**config.mk**
```make
export PLATFORM = sky130hd
export DESIGN_NAME = adsp_decoder
export DESIGN_NICKNAME = d
export VERILOG_FILES = /design/src/design/adsp_pkg.sv /design/src/design/adsp_decoder.sv
export SDC_FILE = /design/constraint.sdc
export NUM_CORES = 1
export LEC_CHECK = 0
export ABC_CLOCK_PERIOD_IN_PS = 4660
export BUFFER_PORTS_ARGS = -buffer_cell sky130_fd_sc_hd__buf_4
export CAP_MARGIN = 30
export CORE_AREA = 3 3 228 230
export CTS_CLUSTER_SIZE = 28
export DETAILED_ROUTE_END_ITERATION = 8
export DIE_AREA = 0 0 231 233
export PLACE_DENSITY_LB_ADDON = 0.08
export SLEW_MARGIN = 20
export SYNTH_ARGS = -nofsm -noshare
export SYNTH_HDL_FRONTEND = slang
export SYNTH_SLANG_ARGS = --single-unit
export TNS_END_PERCENT = 5
```
**constraint.sdc**
```tcl
create_clock -name ref_clk_in -period 4.66 [get_ports ref_clk_in]
set_input_delay 0.233 -clock ref_clk_in [delete_from_list [all_inputs] [get_ports ref_clk_in]]
set_output_delay 0.233 -clock ref_clk_in [all_outputs]
set_load 0.01 [all_outputs]
```
**src/design/adsp_pkg.sv**
```systemverilog
// Purpose: constants for the per-master address decoder and sram partition
// Assumes: 32-bit AHB-style addresses, one master clock
// Notes: all offsets and bases live here
package adsp_pkg;
	localparam int ADSP_MASTERS = 9;
	localparam logic [3:0] ADSP_BANK_INT = 4'h0;
	localparam logic [3:0] ADSP_BANK_EXT_LO = 4'h1;
	localparam logic [3:0] ADSP_BANK_EXT_HI = 4'h9;
	localparam logic [3:0] ADSP_BANK_EXT_B = 4'h7;
	localparam logic [3:0] ADSP_BANK_PERIPH = 4'hf;
	localparam logic [7:0] ADSP_AREA_BOOT = 8'h00;
	localparam logic [7:0] ADSP_AREA_ICR = 8'h01;
	localparam logic [7:0] ADSP_AREA_DCR = 8'h02;
	localparam logic [7:0] ADSP_AREA_SHR = 8'h03;
	localparam logic [7:0] ADSP_AREA_ROM = 8'h04;
	localparam logic [7:0] ADSP_AREA_SRAM16 = 8'h05;
	localparam logic [3:0] ADSP_SLOT_MAX = 4'h4;
	localparam logic [1:0] ADSP_SIZE_RESET = 2'h0;
	localparam logic [1:0] ADSP_SIZE_MAX = 2'h2;
	localparam logic [2:0] ADSP_BLK_NONE = 3'h7;
	localparam logic [2:0] ADSP_BLK_4 = 3'h4;
	localparam int ADSP_CPU_I = 8;
	localparam int ADSP_CPU_D = 7;
	typedef enum logic [3:0] {
		ADSP_T_NONE = 4'h0,
		ADSP_T_ROM = 4'h1,
		ADSP_T_SRAM80 = 4'h2,
		ADSP_T_SRAM16 = 4'h3,
		ADSP_T_EXT_A = 4'h4,
		ADSP_T_EXT_B = 4'h5,
		ADSP_T_BRIDGE = 4'h6,
		ADSP_T_ABORT = 4'h7
	} adsp_target_t;
	typedef enum logic [1:0] {
		ADSP_S_IDLE = 2'b00,
		ADSP_S_ERR1 = 2'b01,
		ADSP_S_ERR2 = 2'b11
	} adsp_state_t;
endpackage

```
**src/design/adsp_decoder.sv**
```systemverilog
// Purpose: per-master address decoder plus 80 Kbyte sram block partition
// Assumes: ahb address phase inputs synchronous to ref_clk_in
// Notes: one decoder instance per master, parameterised for processor view
`timescale 1ns/10ps

// ****************************************************************
// one master's decoder
// ****************************************************************
module adsp_master_dec #(
	parameter bit CPU_VIEW = 1'b0
) (
	input wire logic ref_clk_in,
	input wire logic rst_n_in,
	input wire logic [31:0] haddr_in,
	input wire logic [1:0] htrans_in,
	input wire logic hready_in,
	input wire logic remap_in,
	input wire logic boot_rom_in,
	input wire logic [1:0] icr_size_in,
	input wire logic [1:0] dcr_size_in,
	output adsp_pkg::adsp_target_t target_out,
	output logic [3:0] ext_sel_out,
	output logic [2:0] ram_block_out,
	output logic [13:0] ram_offset_out,
	output logic hready_out,
	output logic [1:0] hresp_out
);
	logic [3:0] bank;
	logic [7:0] area;
	logic [1:0] slot;
	logic [2:0] slot_hi;
	logic [2:0] blk;
	logic active;
	adsp_pkg::adsp_target_t tgt;
	adsp_pkg::adsp_state_t state_q;
	adsp_pkg::adsp_state_t state_d;

	assign bank = haddr_in[31:28];
	assign area = haddr_in[27:20];
	assign slot_hi = haddr_in[16:14];
	assign slot = haddr_in[15:14];
	assign active = htrans_in[1] & hready_in;

	// sram block lookup for the shared area and the remapped boot window
	function automatic logic [2:0] shr_block(input logic [2:0] idx,
			input logic [1:0] isz, input logic [1:0] dsz);
		logic [2:0] free [5];
		logic [2:0] n;
		for (int i = 0; i < 5; i++) begin
			free[i] = adsp_pkg::ADSP_BLK_NONE;
		end
		n = 3'h1;
		free[0] = adsp_pkg::ADSP_BLK_4;
		if (dsz == 2'h0) begin
			free[n] = 3'h3;
			n = n + 3'h1;
		end
		if (dsz != adsp_pkg::ADSP_SIZE_MAX) begin
			free[n] = 3'h2;
			n = n + 3'h1;
		end
		if (isz == 2'h0) begin
			free[n] = 3'h1;
			n = n + 3'h1;
		end
		if (isz != adsp_pkg::ADSP_SIZE_MAX) begin
			free[n] = 3'h0;
			n = n + 3'h1;
		end
		shr_block = (idx < 3'h5) ? free[idx] : adsp_pkg::ADSP_BLK_NONE;
	endfunction

	// ****************************************************************
	// address phase decode
	// ****************************************************************
	always_comb begin
		tgt = adsp_pkg::ADSP_T_ABORT;
		ext_sel_out = 4'h0;
		blk = adsp_pkg::ADSP_BLK_NONE;
		if (bank >= adsp_pkg::ADSP_BANK_EXT_LO &&
				bank <= adsp_pkg::ADSP_BANK_EXT_HI) begin
			ext_sel_out = bank - adsp_pkg::ADSP_BANK_EXT_LO;
			tgt = (bank >= adsp_pkg::ADSP_BANK_EXT_B) ?
				adsp_pkg::ADSP_T_EXT_B : adsp_pkg::ADSP_T_EXT_A;
		end else if (bank == adsp_pkg::ADSP_BANK_PERIPH) begin
			tgt = adsp_pkg::ADSP_T_BRIDGE;
		end else if (bank == adsp_pkg::ADSP_BANK_INT) begin
			case (area)
				adsp_pkg::ADSP_AREA_BOOT: begin
					if (CPU_VIEW) begin
						if (remap_in) begin
							blk = shr_block(slot_hi, icr_size_in, dcr_size_in);
							if (blk != adsp_pkg::ADSP_BLK_NONE &&
									haddr_in[19:17] == 3'h0) begin
								tgt = adsp_pkg::ADSP_T_SRAM80;
							end
						end else if (boot_rom_in) begin
							tgt = adsp_pkg::ADSP_T_ROM;
						end else begin
							tgt = adsp_pkg::ADSP_T_EXT_A;
						end
					end
				end
				adsp_pkg::ADSP_AREA_ICR: begin
					if (haddr_in[19:16] == 4'h0 &&
							{1'b0, slot} < icr_size_in) begin
						blk = slot[0] ? 3'h0 : 3'h1;
						tgt = adsp_pkg::ADSP_T_SRAM80;
					end
				end
				adsp_pkg::ADSP_AREA_DCR: begin
					if (haddr_in[19:16] == 4'h0 &&
							{1'b0, slot} < dcr_size_in) begin
						blk = slot[0] ? 3'h2 : 3'h3;
						tgt = adsp_pkg::ADSP_T_SRAM80;
					end
				end
				adsp_pkg::ADSP_AREA_SHR: begin
					blk = shr_block(slot_hi, icr_size_in, dcr_size_in);
					if (blk != adsp_pkg::ADSP_BLK_NONE &&
							haddr_in[19:17] == 3'h0) begin
						tgt = adsp_pkg::ADSP_T_SRAM80;
					end
				end
				adsp_pkg::ADSP_AREA_ROM: begin
					if (haddr_in[19:17] == 3'h0) begin
						tgt = adsp_pkg::ADSP_T_ROM;
					end
				end
				adsp_pkg::ADSP_AREA_SRAM16: begin
					if (haddr_in[19:14] == 6'h00) begin
						tgt = adsp_pkg::ADSP_T_SRAM16;
					end
				end
				default: begin
					tgt = adsp_pkg::ADSP_T_ABORT;
				end
			endcase
		end
		if (tgt != adsp_pkg::ADSP_T_SRAM80) begin
			blk = adsp_pkg::ADSP_BLK_NONE;
		end
	end

	assign target_out = active ? tgt : adsp_pkg::ADSP_T_NONE;
	assign ram_block_out = active ? blk : adsp_pkg::ADSP_BLK_NONE;
	assign ram_offset_out = haddr_in[13:0];

	// ****************************************************************
	// two-cycle error response
	// ****************************************************************
	always_comb begin
		state_d = state_q;
		case (state_q)
			adsp_pkg::ADSP_S_IDLE: begin
				if (active && tgt == adsp_pkg::ADSP_T_ABORT) begin
					state_d = adsp_pkg::ADSP_S_ERR1;
				end
			end
			adsp_pkg::ADSP_S_ERR1: state_d = adsp_pkg::ADSP_S_ERR2;
			adsp_pkg::ADSP_S_ERR2: state_d = adsp_pkg::ADSP_S_IDLE;
			default: state_d = adsp_pkg::ADSP_S_IDLE;
		endcase
	end

	always_ff @(posedge ref_clk_in) begin
		if (!rst_n_in) begin
			state_q <= adsp_pkg::ADSP_S_IDLE;
		end else begin
			state_q <= state_d;
		end
	end

	// ahb error: hready low then high, hresp error on both
	assign hready_out = (state_q != adsp_pkg::ADSP_S_ERR1);
	assign hresp_out = (state_q == adsp_pkg::ADSP_S_IDLE) ? 2'h0 : 2'h1;

	a_err_two_cycle: assert property (@(posedge ref_clk_in)
		disable iff (!rst_n_in)
		(state_q == adsp_pkg::ADSP_S_IDLE && active &&
			tgt == adsp_pkg::ADSP_T_ABORT) |=>
		(!hready_out && hresp_out == 2'h1) ##1
		(hready_out && hresp_out == 2'h1))
		else $error("abort not a two-cycle error");
	a_periph_bank_route: assert property (@(posedge ref_clk_in)
		disable iff (!rst_n_in)
		(active && bank == 4'hf) |-> target_out == adsp_pkg::ADSP_T_BRIDGE)
		else $error("bank 15 not routed to bridge");
	a_ext_bank_route: assert property (@(posedge ref_clk_in)
		disable iff (!rst_n_in)
		(active && bank == 4'h3) |->
		(target_out == adsp_pkg::ADSP_T_EXT_A && ext_sel_out == 4'h2))
		else $error("bank 3 not chip select 2");
	a_shr_base_blk: assert property (@(posedge ref_clk_in)
		disable iff (!rst_n_in)
		(active && haddr_in[31:14] == 18'h000c0) |-> ram_block_out == 3'h4)
		else $error("shared base not block 4");
	a_zero_map_sel: assert property (@(posedge ref_clk_in)
		disable iff (!rst_n_in)
		(CPU_VIEW && active && !remap_in && haddr_in[31:20] == 12'h000) |->
		target_out == (boot_rom_in ? adsp_pkg::ADSP_T_ROM :
			adsp_pkg::ADSP_T_EXT_A))
		else $error("boot window wrong");
	a_sram16_hit: assert property (@(posedge ref_clk_in)
		disable iff (!rst_n_in)
		(active && haddr_in[31:14] == 18'h00140) |->
		(target_out == adsp_pkg::ADSP_T_SRAM16 && hready_out))
		else $error("16k sram miss");
	a_icr_block_one: assert property (@(posedge ref_clk_in)
		disable iff (!rst_n_in)
		(active && icr_size_in != 2'h0 && haddr_in[31:14] == 18'h00040) |->
		ram_block_out == 3'h1)
		else $error("icr base not block 1");
	a_unused_abort: assert property (@(posedge ref_clk_in)
		disable iff (!rst_n_in)
		(active && haddr_in[31:20] == 12'h00f) |->
		target_out == adsp_pkg::ADSP_T_ABORT)
		else $error("unused area not aborted");
endmodule

// ****************************************************************
// top: partition control plus one decoder per master
// ****************************************************************
module adsp_decoder (
	input wire logic ref_clk_in,
	input wire logic rst_n_in,
	input wire logic boot_select_pin_in,
	input wire logic remap_set_in,
	input wire logic remap_clear_in,
	input wire logic [1:0] icr_size_in,
	input wire logic [1:0] dcr_size_in,
	input wire logic [287:0] haddr_in,
	input wire logic [17:0] htrans_in,
	input wire logic [8:0] hready_in,
	output adsp_pkg::adsp_target_t [8:0] target_out,
	output logic [35:0] ext_sel_out,
	output logic [26:0] ram_block_out,
	output logic [125:0] ram_offset_out,
	output logic [8:0] hready_out,
	output logic [17:0] hresp_out,
	output logic remap_out,
	output logic boot_rom_out,
	output logic [1:0] icr_size_out,
	output logic [1:0] dcr_size_out
);
	logic remap_q;
	logic boot_q;
	logic [1:0] icr_q;
	logic [1:0] dcr_q;

	// remap only by software, cleared by reset
	always_ff @(posedge ref_clk_in) begin
		if (!rst_n_in) begin
			remap_q <= 1'b0;
		end else if (remap_set_in) begin
			remap_q <= 1'b1;
		end else if (remap_clear_in) begin
			remap_q <= 1'b0;
		end
	end

	// boot pin caught during reset
	always_ff @(posedge ref_clk_in) begin
		if (!rst_n_in) begin
			boot_q <= boot_select_pin_in;
		end
	end

	// coupled sizes; illegal codes ignored
	always_ff @(posedge ref_clk_in) begin
		if (!rst_n_in) begin
			icr_q <= adsp_pkg::ADSP_SIZE_RESET;
			dcr_q <= adsp_pkg::ADSP_SIZE_RESET;
		end else begin
			if (icr_size_in <= adsp_pkg::ADSP_SIZE_MAX) begin
				icr_q <= icr_size_in;
			end
			if (dcr_size_in <= adsp_pkg::ADSP_SIZE_MAX) begin
				dcr_q <= dcr_size_in;
			end
		end
	end

	assign remap_out = remap_q;
	assign boot_rom_out = boot_q;
	assign icr_size_out = icr_q;
	assign dcr_size_out = dcr_q;

	generate
		for (genvar m = 0; m < adsp_pkg::ADSP_MASTERS; m++) begin : g_dec
			adsp_master_dec #(
				.CPU_VIEW(m >= adsp_pkg::ADSP_CPU_D)
			) u_dec (
				.ref_clk_in(ref_clk_in),
				.rst_n_in(rst_n_in),
				.haddr_in(haddr_in[m*32 +: 32]),
				.htrans_in(htrans_in[m*2 +: 2]),
				.hready_in(hready_in[m]),
				.remap_in(remap_q),
				.boot_rom_in(boot_q),
				.icr_size_in(icr_q),
				.dcr_size_in(dcr_q),
				.target_out(target_out[m]),
				.ext_sel_out(ext_sel_out[m*4 +: 4]),
				.ram_block_out(ram_block_out[m*3 +: 3]),
				.ram_offset_out(ram_offset_out[m*14 +: 14]),
				.hready_out(hready_out[m]),
				.hresp_out(hresp_out[m*2 +: 2])
			);
		end
	endgenerate

	a_remap_reset_clr: assert property (@(posedge ref_clk_in)
		!rst_n_in |=> !remap_out)
		else $error("remap not cleared by reset");
endmodule

```
==> results.json, run 1 <==
{
  "cts_buffers": 3,
  "postLayoutCoreUtil": 0.194,
  "routabilityCongestion": 0.770,
  "clockBufferDepth": 2,
  "dieArea_sq_mm": 0.0538,
  "synth.top_cell.area_share": 0.153,
  "leakage_nw": 3.98,
  "ioPinCount": 582,
  "crit_top_cell": "buf_4",
  "slew_headroom": 0.432,
  "numPortBuffers": 302,
  "max-cap-violations": 0,
  "root_buffer": "clkbuf_16",
  "ys_seq_area_frac": 0.0638,
  "clock_sinks": 24,
  "hold_viol": 0,
  "nets": 1673,
  "path_delay_family": "compound AO/OA/AOI/OAI gates",
  "fin_crit_sh": 0.878,
  "rows": 82,
  "hp-class": "in -> reg",
  "clkSlewWorstSetupHoldPaths_ps": 100,
  "grt_max_degree": 33,
  "grt_pass1_wl_um": 54400,
  "critical_path_class": "reg -> out",
  "place_ws_ps": 859,
  "p_clk_frac": 0.208,
  "dpl_cell_area_sq_mm": 0.00962,
  "cp_max_fo": 19,
  "end_kind": "output port",
  "ys_ff_latch": 24,
  "rsz0062_at_grt": "false",
  "ir_worst_vdd_mv": 0.144,
  "drt_iter0_drc": 469,
  "ys_types": 85,
  "die_y_um": 233,
  "design_area_sq_mm": 0.00972,
  "max_freq_mhz": 244,
  "cts_setup_buffers": 0,
  "clock_latency_ps": 300,
  "start_kind": "flop",
  "powerDensity_mw_per_mm2": 135,
  "final-instance-count-excl-fill": 1974,
  "synth_top_area_cell": "buf_4",
  "ant_nets": 0,
  "cts_hold_buffers": 0,
  "antenna_cells": 0,
  "outcome": "complete, no violations",
  "antenna_found_initial": 1,
  "setup_viol": 0,
  "wire_per_inst_um": 18.7,
  "finalWirelength_um": 36900,
  "comb_power_share": 0.620,
  "p_switching_uw": 587,
  "synth_edf_count": 1,
  "critPathBufInv": 4,
  "finalCriticalPeriod_ps": 4090,
  "htreeDepth": 1,
  "via_count": 8813,
  "p_int_uw": 729,
  "setup_tns_ps": 0,
  "hold_ws_ps": 94.7,
  "worstPathCellList": "nor2_2 > buf_4 > inv_2 > ha_1 > buf_4 > nand2b_1 > o22ai_1 > o2111ai_1 > a311o_1 > a41oi_1 > or3b_1 > a221o_1 > buf_4",
  "switching_share": 0.446,
  "slowest_stage": "a311o_1",
  "track_usage": 0.129,
  "die_w_um": 231,
  "reg2reg_slack_ps": 1230,
  "grt_pass1_vias": 8717,
  "synthToLayoutAreaGrowth_pct": 26.4,
  "drive_gt1_frac": 0.279,
  "synth.avg_cell_area_sq_um": 6.58,
  "dp_hpwl_um": 30400,
  "gr-total-overflow": 0,
  "drv_slew": 0,
  "placed_cells": 1970,
  "synth_area_sq_mm": 0.00769,
  "yosys-top-cells-area": "buf_4, ha_1, dfxtp_1",
  "core_sq_mm": 0.0501,
  "seqPwrFrac": 0.172,
  "synthArstFlopShare": 0,
  "worstPathRequired_ps": 4430,
  "synth_most_common_cell": "buf_4",
  "drc": 0,
  "ys.flop_type": "dfxtp_1",
  "start_util": 0.154,
  "synthCells": 1169,
  "via_per_inst": 4.46,
  "setup_ws_ps": 567,
  "arrival_ps": 3860,
  "drt_first_pass_iters": 5,
  "final.setup_skew_ps": 13.6,
  "cts_tree": "built",
  "max_slew.worst_pin.slew_ps": 849,
  "synth_commonest_cells": "buf_4, nor2_1, nand2_1",
  "ys.warnings.count": 0,
  "cpPeakStageDelay_ps": 430,
  "cts_resized": 0,
  "total_power_mw": 1.32
}
flip-flops by register name (all words and copies together) (netlist names):
signal               cells
g_dec.u_dec.state_q     18
dcr_size_out             2
icr_size_out             2
boot_rom_out             1
remap_out                1
area by class of cell:
cell class                 count  area [sq um]
multi-input combinational    876          5560
inverter                      71           267
fill                        5827         40300
timing repair buffer         327          2450
tap                          672           841
sequential                    24           493
clock buffer                   4           100
power groups by stage:
stage	logic, mW	registers [mW]	clock network (mW)
after floorplan	0.560	0.227	0
after global placement	0.828	0.230	0
after detailed placement	0.825	0.231	0
after CTS	0.828	0.226	0.290
after global routing	0.908	0.228	0.288
final	0.816	0.226	0.274
per-layer routing:
layer | vias up | part of all wire | track usage
met2 | 320 | 0.48 | 0.219
met5 | - | 0.00092 | 0.00460
met3 | 39 | 0.068 | 0.0296
met4 | 2 | 0.015 | 0.0263
met1 | 4093 | 0.44 | 0.166
li1 | 4359 | - | -
final timing paths:
| check | to | start | cells after the start |
|---|---|---|---|
| worst max-delay path | ram_block_out[24] | dcr_size_out[1] | 13 |
| worst max register to register | g_dec[2].u_dec.state_q[0] | dcr_size_out[1] | 12 |
| worst min register to register | g_dec[8].u_dec.state_q[1] | g_dec[8].u_dec.state_q[1] | 1 |
| worst min-delay path | dcr_size_out[0] | dcr_size_in[1] | 2 |
logic make-up after synthesis:
logic type,synth area share
compound gates,0.300
xor+xnor,0.0364
fa+ha+maj,0.0748
buf+inv,0.222
flops,0.0638
mux,0.00293
other cells,0.000487
simple gates,0.299
cells in the final DEF (no fill, tap or decap), drive strengths merged, types with 10 or more instances in the layout:
master,netlist,layout
buf,177,327
nor2,106,106
nand2,77,77
o21ai,74,74
a21oi,72,72
inv,70,70
nor3,56,56
ha,46,46
xnor2,32,32
nand3,28,28
a31oi,24,24
dfxtp,23,23
nand2b,22,22
nor2b,20,20
conb,1,18
o31ai,16,16
nand4,16,16
nor3b,16,16
or3,14,14
a311oi,14,14
or2,14,14
a21o,13,13
and3,12,12
or4,12,12
nor4,11,11
a211oi,10,10
Power figures use the tool's default switching activity.
==> run 2, diff against run 1 <==
--- a/config.mk
+++ b/config.mk
@@ -9,6 +9,7 @@
 export BUFFER_PORTS_ARGS = -buffer_cell sky130_fd_sc_hd__buf_4
 export CAP_MARGIN = 30
 export CORE_AREA = 3 3 228 230
+export CTS_BUF_LIST = sky130_fd_sc_hd__clkbuf_8
 export CTS_CLUSTER_SIZE = 28
 export DETAILED_ROUTE_END_ITERATION = 8
 export DIE_AREA = 0 0 231 233
==> results.json, run 2 (synthesis gave the netlist of run 1 again) <==
{
  "p_int_uw": 694,
  "hold_viol": 0,
  "drive_gt1_frac": 0.279,
  "max_slew.worst_pin.slew_ps": 816,
  "dieArea_sq_mm": 0.0538,
  "cts_hold_buffers": 0,
  "grt_max_degree": 33,
  "via_per_inst": 4.45,
  "setup_ws_ps": 515,
  "hp-class": "in -> reg",
  "numPortBuffers": 302,
  "clock_latency_ps": 340,
  "setup_tns_ps": 0,
  "via_count": 8790,
  "comb_power_share": 0.640,
  "antenna_cells": 0,
  "register_area_sq_um": 493,
  "clockBufferDepth": 2,
  "nets": 1673,
  "critical_path_class": "reg -> out",
  "root_buffer": "clkbuf_8",
  "track_usage": 0.129,
  "dp_hpwl_um": 30400,
  "cp_max_fo": 19,
  "routabilityCongestion": 0.770,
  "finalCriticalPeriod_ps": 4150,
  "grt_pass1_vias": 8715,
  "ioPinCount": 582,
  "rows": 82,
  "hold_ws_ps": 45.2,
  "final.setup_skew_ps": 26.9,
  "finalWirelength_um": 36800,
  "antenna_found_initial": 1,
  "die_y_um": 233,
  "cts_buffers": 3,
  "layout_common_cells": "buf_4, nor2_1, nand2_1, o21ai_0, a21oi_1",
  "gr-total-overflow": 0,
  "p_clk_frac": 0.182,
  "htreeDepth": 1,
  "start_util": 0.154,
  "end_kind": "output port",
  "design_area_sq_mm": 0.00969,
  "worstPathRequired_ps": 4430,
  "powerDensity_mw_per_mm2": 131,
  "outcome": "complete, no violations",
  "placed_cells": 1970,
  "fill_cells": 5830,
  "die_w_um": 231,
  "grt_pass1_wl_um": 54400,
  "final-instance-count-excl-fill": 1974,
  "wire_per_inst_um": 18.7,
  "slew_headroom": 0.442,
  "arrival_ps": 3910,
  "switching_share": 0.455,
  "place_ws_ps": 859,
  "clkSlewWorstSetupHoldPaths_ps": 150,
  "largest_reg_flops": 18,
  "drt_iter0_drc": 496,
  "max_freq_mhz": 241,
  "final_common_cell": "buf_4",
  "leakage_nw": 3.96,
  "core_sq_mm": 0.0501,
  "drc": 0,
  "largest-register": "g_dec.u_dec.state_q",
  "cts_setup_buffers": 0,
  "cts_tree": "built",
  "drt_first_pass_iters": 5,
  "multi_input_area_sq_mm": 0.00556,
  "p_switching_uw": 579,
  "dpl_cell_area_sq_mm": 0.00962,
  "setup_viol": 0,
  "drv_slew": 0,
  "postLayoutCoreUtil": 0.194,
  "total_power_mw": 1.27,
  "rsz0062_at_grt": "false",
  "max-cap-violations": 0,
  "ant_nets": 0,
  "synthToLayoutAreaGrowth_pct": 26.0,
  "fin_crit_sh": 0.890,
  "start_kind": "flop",
  "clock_sinks": 24,
  "cts_resized": 0,
  "ir_worst_vdd_mv": 0.131,
  "seqPwrFrac": 0.178
}
## run 2: critical path, stage by stage (launching register included)
cell and delay [ps]:
dfxtp_1 370, nor2_2 100, buf_4 170, inv_2 50, ha_1 370, buf_4 240, nand2b_1 240, o22ai_1 230
o2111ai_1 180, a311o_1 440, a41oi_1 270, or3b_1 420, a221o_1 320, buf_4 160
## run 2: power groups by stage
| stage | registers, mW | logic [mW] | clock network, mW |
|---|---|---|---|
| 2_1_floorplan | 0.227 | 0.560 | 0 |
| 3_3_place_gp | 0.230 | 0.828 | 0 |
| 3_5_place_dp | 0.231 | 0.825 | 0 |
| 4_1_cts | 0.226 | 0.828 | 0.249 |
| 5_1_grt | 0.228 | 0.908 | 0.247 |
| 6_report | 0.226 | 0.815 | 0.232 |
## run 2: final cells by class
cell class,count,share of cell area
multi-input combinational,876,0.574
timing repair buffer,327,0.253
tap,672,0.0868
sequential,24,0.0509
inverter,71,0.0275
clock buffer,3,0.00426
clock inverter,1,0.00310
## run 2: final timing paths
| kind | to | cells past startpoint | start | slack, ps |
|---|---|---|---|---|
| hold / removal | dcr_size_out[0] | 2 | dcr_size_in[1] | 50 |
| setup / recovery | ram_block_out[24] | 13 | dcr_size_out[1] | 510 |
| hold reg to reg | g_dec[8].u_dec.state_q[1] | 1 | g_dec[8].u_dec.state_q[1] | 480 |
| setup reg to reg | g_dec[2].u_dec.state_q[0] | 12 | dcr_size_out[1] | 1160 |
## run 2: per-layer routing
layer	GRT usage	wire length, um	vias up	part of all wire
met5	0.00460	34	-	0.00092
met4	0.0263	550	2	0.015
met3	0.0296	2460	40	0.067
met2	0.219	17500	316	0.48
met1	0.166	16300	4070	0.44
li1	-	-	4362	-
==> run 3, diff against run 2 <==
--- a/config.mk
+++ b/config.mk
@@ -5,7 +5,7 @@
 export SDC_FILE = /design/constraint.sdc
 export NUM_CORES = 1
 export LEC_CHECK = 0
-export ABC_CLOCK_PERIOD_IN_PS = 4660
+export ABC_CLOCK_PERIOD_IN_PS = 4250
 export BUFFER_PORTS_ARGS = -buffer_cell sky130_fd_sc_hd__buf_4
 export CAP_MARGIN = 30
 export CORE_AREA = 3 3 228 230
==> constraint.sdc (replaced) <==
create_clock -name ref_clk_in -period 4.25 [get_ports ref_clk_in]
set_input_delay 0.2125 -clock ref_clk_in [delete_from_list [all_inputs] [get_ports ref_clk_in]]
set_output_delay 0.2125 -clock ref_clk_in [all_outputs]
set_load 0.01 [all_outputs]
==> results.json, run 3 (synthesis gave the netlist of run 1 again) <==
{
  "clockBufferDepth": 2,
  "max-cap-violations": 0,
  "cts_resized": 0,
  "finalCriticalPeriod_ps": 3990,
  "routabilityCongestion": 0.736,
  "arrival_ps": 3780,
  "fin_crit_sh": 0.940,
  "largest_reg_flops": 18,
  "core_sq_mm": 0.0501,
  "ioPinCount": 582,
  "gr-total-overflow": 0,
  "grt_pass1_vias": 8775,
  "start_kind": "flop",
  "switching_share": 0.456,
  "max_freq_mhz": 250,
  "cts_hold_buffers": 0,
  "critical_path_class": "reg -> out",
  "grt_pass1_wl_um": 54500,
  "htreeDepth": 1,
  "drive_gt1_frac": 0.283,
  "crit_top_cell": "buf_4",
  "hold_viol": 0,
  "outcome": "complete, no violations",
  "comb_power_share": 0.643,
  "setup_ws_ps": 257,
  "via_count": 8846,
  "drc": 0,
  "antenna_cells": 0,
  "antenna_found_initial": 0,
  "p_clk_frac": 0.180,
  "cts_setup_buffers": 0,
  "die_y_um": 233,
  "design_area_sq_mm": 0.00974,
  "clock_sinks": 24,
  "seqPwrFrac": 0.176,
  "p_switching_uw": 641,
  "leakage_nw": 3.99,
  "grt_max_degree": 33,
  "nets": 1678,
  "finalWirelength_um": 37300,
  "drv_slew": 0,
  "final_common_cell": "buf_4",
  "worstPathRequired_ps": 4040,
  "drt_first_pass_iters": 5,
  "worstRegToRegCells": 11,
  "die_w_um": 231,
  "dieArea_sq_mm": 0.0538,
  "layout_common_cells": "buf_4, nor2_1, nand2_1, o21ai_0, a21oi_1",
  "postLayoutCoreUtil": 0.195,
  "cts_tree": "built",
  "total_power_mw": 1.41,
  "cp_max_fo": 10,
  "ir_worst_vdd_mv": 0.150,
  "worstPathCellList": "and2b_1 > inv_1 > ha_1 > buf_4 > nand2_1 > o31a_1 > a311o_1 > a31o_2 > a21oi_2 > and4bb_2 > o21ai_0 > buf_4",
  "start_util": 0.154,
  "drt_iter0_drc": 454,
  "max_slew.worst_pin.slew_ps": 755,
  "cpPeakStageDelay_ps": 440,
  "end_kind": "output port",
  "track_usage": 0.129,
  "p_int_uw": 766,
  "dp_hpwl_um": 30500,
  "place_ws_ps": 540,
  "powerDensity_mw_per_mm2": 144,
  "final.setup_skew_ps": 21.8,
  "largest-register": "g_dec.u_dec.state_q",
  "ant_nets": 0,
  "rows": 82,
  "numPortBuffers": 302,
  "cts_buffers": 3,
  "synthToLayoutAreaGrowth_pct": 26.7,
  "dpl_cell_area_sq_mm": 0.00966,
  "via_per_inst": 4.47,
  "slowest_stage": "o31a_1",
  "setup_viol": 0,
  "root_buffer": "clkbuf_8",
  "hp-class": "in -> reg",
  "slew_headroom": 0.491,
  "clock_latency_ps": 340,
  "hold_depth": 2,
  "clkSlewWorstSetupHoldPaths_ps": 140,
  "wire_per_inst_um": 18.8,
  "rsz0062_at_grt": "true"
}
-- run 3: changes by cell type in the layout (fill, tap and decap cells not counted), sizes merged --
cell	delta
buf	+5
-- run 3: per-layer routing --
metal  up-vias  routed length (um)  track usage
li1       4361                   -            -
met1      4110               16500        0.168
met2       336               17600        0.219
met3        37                2580       0.0285
met4         2                 523       0.0256
met5         -                  34      0.00460
-- run 3: power groups by stage --
stage | clock [mW] | sequential [mW] | combinational [mW]
CTS | 0.271 | 0.249 | 0.916
detailed placement | 0 | 0.254 | 0.912
floorplan | 0 | 0.248 | 0.614
finish | 0.254 | 0.248 | 0.905
global route | 0.274 | 0.250 | 1.00
global placement | 0 | 0.253 | 0.916
-- run 3: cell type report --
type | count | area, sq um
clock inverter | 1 | 30.0
tap | 672 | 841
clock buffer | 3 | 41.3
multi-input combinational | 876 | 5580
sequential | 24 | 493
fill | 5811 | 40300
inverter | 71 | 267
timing repair buffer | 332 | 2500
-- run 3: worst paths after layout --
check	startpoint	endpoint	slack, ps
setup reg to reg	dcr_size_out[0]	g_dec[6].u_dec.state_q[0]	930
hold reg to reg	g_dec[3].u_dec.state_q[1]	g_dec[3].u_dec.state_q[1]	470
setup / recovery	dcr_size_out[0]	ram_block_out[21]	260
hold / removal	icr_size_in[1]	icr_size_out[0]	30
-- run 3: worst max-delay path: cells and delay by family, from the launching register on --
family | cells | cell delay [ps]
buf+inv | 3 | 470
fa+ha+maj | 1 | 410
flops | 1 | 370
simple gates | 3 | 870
compound gates | 5 | 1300
-- run 3: metrics by stage --
step	std cells	TNS, ps	hold WS (ps)
floorplan	1186	0	299
global placement	1975	0	390
detailed placement	1975	0	393
CTS	1979	0	5.00
global route	1979	-12.3	21.2
finish	1979	0	30.3
